[src/psr_defs.svh]
`ifndef PSR_DEFS_SVH
`define PSR_DEFS_SVH

// ============================================================
// register geometry
`define PSR_STAGES 8
`define PSR_LAST_STAGE 7
`define PSR_CLEAR_VALUE 8'h00

// ============================================================
// pin synchroniser and snapshot buffer
`define PSR_SYNC_DEPTH 2
`define PSR_PIN_COUNT 13
`define PSR_FIFO_DEPTH 32

`endif

[src/psr_fifo_unused_marker_none.sv]
`timescale 1ns/1ps
`default_nettype none
`default_nettype wire

[src/psr_pkg.sv]
`include "psr_defs.svh"

package psr_pkg;

    // ============================================================
    // what one system clock cycle does to the stages
    typedef enum logic [1:0] {
        ACT_HOLD,
        ACT_LOAD,
        ACT_SHIFT,
        ACT_CLEAR
    } psr_action_e;

    typedef logic [`PSR_STAGES-1:0] psr_word_t;

endpackage

[src/psr_stream_if.sv]
`timescale 1ns/1ps
`default_nettype none

// valid/ready word stream between the register core and its buffer
interface psr_stream_if #(
    parameter int WIDTH = 8
);
    logic valid;
    logic ready;
    logic [WIDTH-1:0] data;

    modport source (output valid, output data, input ready);
    modport sink (input valid, input data, output ready);
endinterface

`default_nettype wire

[src/psr_fifo.sv]
`timescale 1ns/1ps
`default_nettype none
`include "psr_defs.svh"

// ============================================================
// synchronous fifo, one write and one read port
module psr_fifo #(
    parameter int WIDTH = 8,
    parameter int DEPTH = `PSR_FIFO_DEPTH
) (
    input wire logic clock,
    input wire logic rst_b,
    psr_stream_if.sink fill,
    psr_stream_if.source drain
);
    localparam int AW = $clog2(DEPTH);

    logic [WIDTH-1:0] mem_reg [DEPTH];
    logic [WIDTH-1:0] mem_next;
    logic [AW-1:0] wr_ptr_reg, wr_ptr_next;
    logic [AW-1:0] rd_ptr_reg, rd_ptr_next;
    logic [AW:0] count_reg, count_next;
    logic push;
    logic pop;

    // honest full and empty straight from the occupancy count
    assign fill.ready = (count_reg != (AW+1)'(DEPTH));
    assign drain.valid = (count_reg != '0);
    assign drain.data = mem_reg[rd_ptr_reg];

    // pointer and count bookkeeping
    always_comb begin
        push = fill.valid && fill.ready;
        pop = drain.valid && drain.ready;
        mem_next = fill.data;
        wr_ptr_next = wr_ptr_reg;
        rd_ptr_next = rd_ptr_reg;
        count_next = count_reg;
        if (push) begin
            wr_ptr_next = (wr_ptr_reg == AW'(DEPTH-1)) ? '0 : wr_ptr_reg + 1'b1;
        end
        if (pop) begin
            rd_ptr_next = (rd_ptr_reg == AW'(DEPTH-1)) ? '0 : rd_ptr_reg + 1'b1;
        end
        case ({push, pop})
            2'b10: count_next = count_reg + 1'b1;
            2'b01: count_next = count_reg - 1'b1;
            default: count_next = count_reg;
        endcase
    end

    // storage needs no reset; only the pointers and the count do
    always_ff @(posedge clock) begin
        if (push) begin
            mem_reg[wr_ptr_reg] <= mem_next;
        end
    end

    always_ff @(posedge clock) begin
        if (!rst_b) begin
            wr_ptr_reg <= '0;
            rd_ptr_reg <= '0;
            count_reg <= '0;
        end else begin
            wr_ptr_reg <= wr_ptr_next;
            rd_ptr_reg <= rd_ptr_next;
            count_reg <= count_next;
        end
    end
endmodule // psr_fifo

`default_nettype wire

[src/psr_shift_register.sv]
// How it works
// - eight stages held; only the last stage drives serial_out.
// - load input low at an effective rising edge copies load_word in.
// - during a load, input bit n lands in stage n.
// - load input high: each effective edge takes serial_in into stage zero.
// - on a shift edge each stage above zero takes the old value of the one below.
// - effective clock is shift_clock OR clock_enable_n; acts on its rise only.
// - while clock_enable_n is high, edges do nothing and stages hold.
// - shift_clock and clock_enable_n are interchangeable.
// - master_clear_n low forces all stages low, overriding every input.
// - without an effective edge or clear, stages and serial_out hold.
`timescale 1ns/1ps
`default_nettype none
`include "psr_defs.svh"

module psr_shift_register #(
    parameter int STAGES = `PSR_STAGES,
    parameter int FIFO_DEPTH = `PSR_FIFO_DEPTH
) (
    input wire logic clock,
    input wire logic rst_b,
    input wire logic shift_clock,
    input wire logic clock_enable_n,
    input wire logic parallel_load_n,
    input wire logic serial_in,
    input wire logic [STAGES-1:0] load_word,
    input wire logic master_clear_n,
    output logic serial_out,
    output logic snap_valid,
    output logic [STAGES-1:0] snap_data,
    input wire logic snap_ready,
    output logic snap_room
);
    localparam int PINS = STAGES + 5;

    // ============================================================
    // timing seen from the pins
    // a pin change reaches the stages on the third system clock edge:
    // two edges for the synchroniser and one for the stage update.
    // each level of the combined clock must last one full system cycle,
    // or a short rise slips through the chain unseen.
    // clear runs through the same chain, so it acts after three
    // cycles instead of at once; the trade buys glitch immunity and
    // keeps the block in a single clock domain.

    // ============================================================
    // pin synchronisers
    // all pins share one two-flop chain so that load data, mode and
    // clock stay aligned to the same system cycle after crossing
    logic [PINS-1:0] pins_raw;
    logic [PINS-1:0] sync_a_reg, sync_a_next;
    logic [PINS-1:0] sync_b_reg, sync_b_next;

    assign pins_raw = {master_clear_n, parallel_load_n, serial_in, clock_enable_n, shift_clock, load_word};

    always_comb begin
        sync_a_next = pins_raw;
        sync_b_next = sync_a_reg;
    end

    // reset value matches idle pins: clear released, clocks high
    always_ff @(posedge clock) begin
        if (!rst_b) begin
            sync_a_reg <= {1'b1, 1'b1, 1'b0, 1'b1, 1'b1, {STAGES{1'b0}}};
            sync_b_reg <= {1'b1, 1'b1, 1'b0, 1'b1, 1'b1, {STAGES{1'b0}}};
        end else begin
            sync_a_reg <= sync_a_next;
            sync_b_reg <= sync_b_next;
        end
    end

    // ============================================================
    // synchronised pin fields, read from the second flop only
    // field order follows pins_raw, clear at the top
    logic clear_n_s;
    logic load_n_s;
    logic serial_s;
    logic enable_n_s;
    logic clock_s;
    logic [STAGES-1:0] word_s;

    assign clear_n_s = sync_b_reg[STAGES+4];
    assign load_n_s = sync_b_reg[STAGES+3];
    assign serial_s = sync_b_reg[STAGES+2];
    assign enable_n_s = sync_b_reg[STAGES+1];
    assign clock_s = sync_b_reg[STAGES];
    assign word_s = sync_b_reg[STAGES-1:0];

    // ============================================================
    // effective clock and its rising edge
    // a plain OR treats both pins alike, so either may gate the other
    logic eff_clock;
    logic eff_prev_reg, eff_prev_next;
    logic eff_rise;

    assign eff_clock = clock_s | enable_n_s;
    assign eff_rise = eff_clock & ~eff_prev_reg;

    always_comb begin
        eff_prev_next = eff_clock;
    end

    // starts high so a high clock at release is no edge,
    // and a pin left low through reset gives one clean rise later
    always_ff @(posedge clock) begin
        if (!rst_b) begin
            eff_prev_reg <= 1'b1;
        end else begin
            eff_prev_reg <= eff_prev_next;
        end
    end

    // ============================================================
    // action decode
    // clear is checked first: it beats load, shift and the edge itself.
    // an enable going high while shift_clock is low makes a real rise
    // of the OR; the register then acts on it, as the part would
    psr_pkg::psr_action_e action;

    always_comb begin
        if (!clear_n_s) begin
            action = psr_pkg::ACT_CLEAR;
        end else if (!eff_rise) begin
            action = psr_pkg::ACT_HOLD;
        end else if (!load_n_s) begin
            action = psr_pkg::ACT_LOAD;
        end else begin
            action = psr_pkg::ACT_SHIFT;
        end
    end

    // next stage contents for a given action
    // a shift moves every bit one stage towards serial_out
    function automatic logic [STAGES-1:0] stage_update(
        input psr_pkg::psr_action_e act,
        input logic [STAGES-1:0] cur,
        input logic [STAGES-1:0] word,
        input logic bit_in
    );
        logic [STAGES-1:0] res;
        res = cur;
        case (act)
            psr_pkg::ACT_CLEAR: res = STAGES'(`PSR_CLEAR_VALUE);
            psr_pkg::ACT_LOAD: res = word;
            psr_pkg::ACT_SHIFT: res = {cur[STAGES-2:0], bit_in};
            psr_pkg::ACT_HOLD: res = cur;
            default: res = cur;
        endcase
        return res;
    endfunction

    // ============================================================
    // the stages themselves
    logic [STAGES-1:0] stages_reg, stages_next;

    always_comb begin
        stages_next = stage_update(action, stages_reg, word_s, serial_s);
    end

    always_ff @(posedge clock) begin
        if (!rst_b) begin
            stages_reg <= STAGES'(`PSR_CLEAR_VALUE);
        end else begin
            stages_reg <= stages_next;
        end
    end

    // top stage out, so a loaded word leaves bit seven first
    assign serial_out = stages_reg[STAGES-1];

    // ============================================================
    // snapshot stream
    // each load or shift queues the new stage contents for the user side.
    // the pins cannot be stalled, so a snapshot met by a full buffer is
    // dropped; snap_room tells the driver when that would happen
    logic snap_push_reg, snap_push_next;
    logic [STAGES-1:0] snap_word_reg, snap_word_next;

    psr_stream_if #(.WIDTH(STAGES)) fill_if ();
    psr_stream_if #(.WIDTH(STAGES)) drain_if ();

    always_comb begin
        snap_push_next = (action == psr_pkg::ACT_LOAD) || (action == psr_pkg::ACT_SHIFT);
        snap_word_next = stages_next;
    end

    always_ff @(posedge clock) begin
        if (!rst_b) begin
            snap_push_reg <= 1'b0;
            snap_word_reg <= '0;
        end else begin
            snap_push_reg <= snap_push_next;
            snap_word_reg <= snap_word_next;
        end
    end

    assign fill_if.valid = snap_push_reg;
    assign fill_if.data = snap_word_reg;
    assign snap_room = fill_if.ready;

    // ============================================================
    // snapshot buffer
    // a refused word is lost: nothing on the pin side can wait
    psr_fifo #(
        .WIDTH(STAGES),
        .DEPTH(FIFO_DEPTH)
    ) u_snap_fifo (
        .clock(clock),
        .rst_b(rst_b),
        .fill(fill_if.sink),
        .drain(drain_if.source)
    );

    // user side of the buffer, plain valid and ready
    assign snap_valid = drain_if.valid;
    assign snap_data = drain_if.data;
    assign drain_if.ready = snap_ready;
endmodule // psr_shift_register

`default_nettype wire

[config.mk]
export PLATFORM = sky130hd
export DESIGN_NAME = psr_shift_register
export DESIGN_NICKNAME = d
export VERILOG_FILES = /design/src/psr_fifo_unused_marker_none.sv /design/src/psr_pkg.sv /design/src/psr_stream_if.sv /design/src/psr_fifo.sv /design/src/psr_shift_register.sv
export VERILOG_INCLUDE_DIRS = /design/src
export SDC_FILE = /design/constraint.sdc
export NUM_CORES = 1
export LEC_CHECK = 0
export CAP_MARGIN = 20
export CELL_PAD_IN_SITES_DETAIL_PLACEMENT = 1
export CELL_PAD_IN_SITES_GLOBAL_PLACEMENT = 2
export CORE_UTILIZATION = 40
export CTS_CLUSTER_SIZE = 14
export DETAILED_ROUTE_END_ITERATION = 12
export DONT_BUFFER_PORTS = 1
export MAX_ROUTING_LAYER = met4
export PLACE_DENSITY_LB_ADDON = 0.15
export RECOVER_POWER = 50
export SLEW_MARGIN = 5
export SYNTH_ARGS = -nofsm -noshare
export SYNTH_HDL_FRONTEND = slang
export SYNTH_HIERARCHICAL = 1
export SYNTH_SLANG_ARGS = --single-unit
[constraint.sdc]
create_clock -name clock -period 3.9 [get_ports clock]
set_input_delay 0.195 -clock clock [delete_from_list [all_inputs] [get_ports clock]]
set_output_delay 0.195 -clock clock [all_outputs]
set_load 0.1 [all_outputs]
# Word level (Yosys, flattened, before mapping)
# Memory sizes are Yosys's and may differ from the RTL's. A register that Yosys moved wholly into a read port is not among the register bits.
# Cells that the tools add are included.
# op_classes
n_addsub	4
n_eq_ne	8
mux	11
bitwise	3
reduce_logical	6
# ops
operator	count
8-bit one-hot mux with 3 select lines	1
5-bit two-way mux	4
6-bit one-hot mux with 2 select lines	1
5-bit by 1-bit adder with 5-bit output, second input constant	2
5-bit == test, second input constant	2
6-bit by 1-bit adder with 6-bit output, second input constant	1
2-bit == test, second input constant	3
2-bit two-way mux	3
6-bit != test, second input constant	1
6-bit nonzero test	1
6-bit by 1-bit subtractor with 6-bit output, second input constant	1
2-bit by 1-bit == test with 1-bit output, second input constant	2
1-bit logical AND	2
2-bit logical NOT	1
1-bit two-way mux	2
2-bit nonzero test	1
1-bit bitwise AND	1
1-bit logical OR	1
1-bit inverter	1
1-bit bitwise OR	1
# totals
register_bits	52
mem_bits_rw	256
input_bits	16
output_inout_bits	11
wordCells	41
memories	1
# mem_list
name	words	word_bits	read_ports	rd_clocked_by_memory_dff	wr	line_no	rtl
u_snap_fifo.mem_reg	32	8	1	1	1	psr_fifo.sv:18	logic [WIDTH-1:0] mem_reg [DEPTH];

# Longest topological paths before layout
# logic_depth
ltp_word	6
depth_mapped	11
ltp_nobuf	10

# By module
# The synthesis kept the hierarchy.
# by_module_without_submodules
mod	n_inst	cells_each	area_each_um2
psr_fifo	1	632	11193.2
psr_shift_register	1	106	1163.6

# Worst setup path after synthesis
# OpenSTA, ideal clock, no wires.
# synth_timing
path_kind	reg-to-reg
startpoint	reg u_snap_fifo.count_reg[1]
endpoint	reg u_snap_fifo.count_reg[2]
t_arrival_ps	2802
required_time_ps	3829
slack_ps	1027
stages_incl_launch_ff	12
n_path_buf	1
synth_period_minus_slack_ps	2873
path_cell_list	dfxtp_1 > or4_4 > o31a_4 > inv_4 > ha_1 > clkbuf_1 > xor2_1 > ha_1 > a21oi_1 > xor2_1 > or3_1 > a21oi_1
# synth_via
elab_chain_cells	4
# synth_lines
element	line_no	rtl
start, declared	psr_fifo.sv:22	logic [AW:0] count_reg, count_next;
start signal, assigned	psr_fifo.sv:67	count_reg <= count_next;
parallel branches: the longest is 4 deep, another holds 6-bit by 1-bit subtractor with 6-bit output	n/a	
# Parallel ways; which one is timed is not known.
# A chain may end at the register's enable or synchronous reset.

# Worst setup path in the final report
# layout_timing
startpoint	reg u_snap_fifo.count_reg[2]
endpoint	reg u_snap_fifo.count_reg[4]
# Same word-level chain as after synthesis.

==> results.toml <==
[global_routing]
grt_use_total_pct = 18.8
via_count_of_the_first_global_routing_pass = 7001
grt_antenna_before_repair = 0
grt_start_max_net_pins = 48
global_route_wire_length_before_repair_um = 42000
grt.overflow.total = 0

[cells_and_area]
fillerInstances = 2872
largest_register_ff_count = 256
area_of_the_multi_input_gates_um2 = 3250
flow.area_growth_from_synthesis_pct = 12.7
insertedDiodeCount = 0
seqCellArea_um2 = 8830
drive_gt1_share_pct = 9.92
design.final.nets = 803
post_layout_inst_area_um2 = 13900

[critical_path]
timing.critical_path.arrival_ns = 3.75
cp_slowest_stage_delay_ns = 0.64
worstPathCellList = "or4_1 > o31a_1 > inv_4 > ha_1 > xor2_1 > ha_1 > a21oi_1 > a32oi_1 > a31oi_1 > mux2i_1"
crit_fanout = 13
worst_path_max_delay_cell = "or4_1"
worst-setup-path-type = "flip-flop to flip-flop"
start_kind = "flip-flop"
worst_setup_path_end_kind = "flip-flop"
cp.required_ns = 4.32
cp_common_cell = "ha_1"

[power_and_ir_drop]
switchingPower_mw = 2.42
power.leakage_nw = 4.46
seq_power_share_pct = 45.2
worst_ir_drop_vdd_v = 0.000338
power.total_mw = 8.34
logic_gate_share_of_total_power_pct = 19.9
power.internal_mw = 5.92
power_frac_clock_pct = 34.9
power.share.switching_pct = 29.0
power_per_cell_area_nw_per_um2 = 599

[synthesis]
synth_top_cells_by_count = "edfxtp_1, mux2i_1, dfxtp_1"
number_of_synthesized_flops_with_an_enable_pin = 256
post_synth.cell_area_avg_um2 = 16.7
yosys.area.top_type = "edfxtp_1"
synth-seq-cells = 313
synth_sequential_area_ratio_pct = 71.4
synth.cell_area_um2 = 12400
ys_warn_count = 6
synth.most_common_cell = "edfxtp_1"
proportion_of_synthesized_flip_flops_having_asynchronous_set_or_reset_pct = 0
synth.distinct_cells = 52
syn_inst = 738
netlist_top_cells_area = "edfxtp_1, dfxtp_1, mux2i_1, mux4_1, a22oi_1"
synth_top_area_share_pct = 62.2
postSynth.topFlopCell = "edfxtp_1"
synthesis.nets = 767

[clocking]
ctsRootBufferMaster = "clkbuf_16"
clkLatencyLatePin_ns = 0.51
h-tree-depth = 2
cts_post_setup_buffers_inserted = 0
cts-resized-gates = 0
tritoncts = "built"
cts.sinks = 313
cts.path.max_buffers = 3
clk_pin_slew_ns = 0.06
cts-buffers-inserted = 34

[floorplanning]
chipWidth_um = 178
top_level_ports = 27
floorplan.initialDensity_pct = 41.1
die_area_um2 = 31600
std_cell_rows = 63
floorplan.core_area_um2 = 30000
die_h_um = 178

[placed_design]
hpwlAfterDp_um = 17100
dp_worst_setup_slack_ns = 0.723
port-buffer-count = 0
gp_congestion = 0.802
postPlaceCellArea_um2 = 12800

[detailed_routing]
routed-via-count = 6537
wl_um = 27700
post_drt_via_cell_ratio = 5.51
post_drt_wl_per_cell_um = 23.3
drt_iter0_drc = 436
drt_pre_antenna_iters = 4
drt.antenna.violating_nets = 0
drc_errors = 0

[timing]
grt_setup_unrepaired = "false"
worst-slew-pin-transition_ns = 2.00
part_of_the_cycle_the_worst_path_needs_pct = 85.5
fin_ws_ns = 0.566
relSlewSlack_pct = -33.0
fin_worst_skew_ns = 0.0218
post-route-min-period_ns = 3.33
max_freq_mhz = 300
number_of_failing_hold_endpoints_at_the_final_stage = 0
fin_tns_setup_ns = 0
setup-violations-final = 0
finalMaxSlewViolations = 117

[run]
cap_violations = 4

[hold_path]
min_path_type = "input port to flip-flop"

[run_status]
failing_checks = "capacitance limit, slew limit"
outcome = "complete, but fails checks"
per-stage QoR:
stage               hold WS (ns)  cells  utilization (%)
finish                    0.0244   1186             46.4
global route              0.0357   1186             46.4
CTS                      0.00171   1185             46.6
detailed placement         0.267   1111             42.7
global placement           0.263   1111             42.7
floorplan                  0.291    738                -
cell type report:
cell class,instances,area share (%)
Clock inverter,10,0.440
Inverter,9,0.260
Timing Repair Buffer,40,2.25
Sequential cell,313,63.4
Clock buffer,48,6.78
Multi-Input combinational cell,376,23.4
Tap cell,390,3.50
timing repair:
action	in CTS	in global routing
setup endpoints to repair	0	0
hold buffers	16	0
endpoints found under the hold margin	39	0
critical path, delay by kind of cell (launching register included):
kind | cells | cell delay [ns]
AOI/OAI and AO/OA | 4 | 1.06
xor gates and xnor gates | 1 | 0.13
adders and majority gates | 2 | 0.66
muxes | 1 | 0.21
DFF | 1 | 0.40
and+or+nand+nor | 1 | 0.64
buffers and inverters | 1 | 0.14
worst paths after layout:
check	startpoint	to	slack, ns	cells after the start
setup / recovery	u_snap_fifo/count_reg[2]$_SDFFE_PN0P_	u_snap_fifo/count_reg[4]$_SDFFE_PN0P_	0.57	10
hold / removal	snap_ready	u_snap_fifo/rd_ptr_reg[1]$_SDFFE_PN0N_	0.02	3
setup reg to reg	u_snap_fifo/count_reg[2]$_SDFFE_PN0P_	u_snap_fifo/count_reg[4]$_SDFFE_PN0P_	0.57	10
hold reg to reg	sync_a_reg[9]$_SDFF_PN1_	sync_b_reg[9]$_SDFF_PN1_	0.42	1
cell usage in the layout (no fill, tap or decap), types with 6 or more instances in the layout:
cell type / Yosys / final
a221oi_1: 7 / 7
mux2i_1: 70 / 70
ha_1: 13 / 13
o21ai_0: 7 / 7
o21ai_1: 8 / 8
and2_0: 0 / 8
nand2b_1: 6 / 6
nand3_1: 36 / 36
clkbuf_1: 17 / 20
nand2_1: 19 / 19
buf_4: 0 / 14
inv_1: 8 / 8
edfxtp_1: 256 / 256
mux4_2: 9 / 9
and2_1: 19 / 11
mux4_1: 23 / 23
or2b_1: 6 / 6
a22oi_1: 40 / 40
dfxtp_1: 57 / 55
or3_1: 6 / 6
a21oi_1: 12 / 12
clkbuf_16: 0 / 35
nor2_1: 44 / 44
a22o_1: 8 / 8
dlygate4sd3_1: 0 / 15
routing by layer:
layer / GRT usage (%) / vias to the layer above / part of all wire [%]
met1: 24.0 / 3364 / 44
li1: - / 2977 / -
met2: 30.4 / 142 / 49
met3: 3.19 / 54 / 4.6
met4: 6.16 / 0 / 2.6
met5: - / - / 0
power by group through the flow:
| stage | Sequential [mW] | Combinational [mW] | Clock, mW |
|---|---|---|---|
| 6_report | 3.77 | 1.66 | 2.91 |
| 4_1_cts | 3.78 | 1.69 | 3.00 |
| 3_3_place_gp | 3.84 | 1.64 | 0 |
| 3_5_place_dp | 3.85 | 1.67 | 0 |
| 5_1_grt | 3.79 | 1.75 | 3.12 |
| 2_1_floorplan | 3.73 | 1.46 | 0 |
logic make-up after synthesis:
group,Yosys count,synth area share [%]
flops,313,71.4
simple gates,161,6.95
mux,102,12.2
compound gates,96,5.68
buf+inv,49,2.13
fa+ha+maj,13,1.32
xor+xnor,4,0.283
Note: power is estimated with default switching activity, not from simulation.
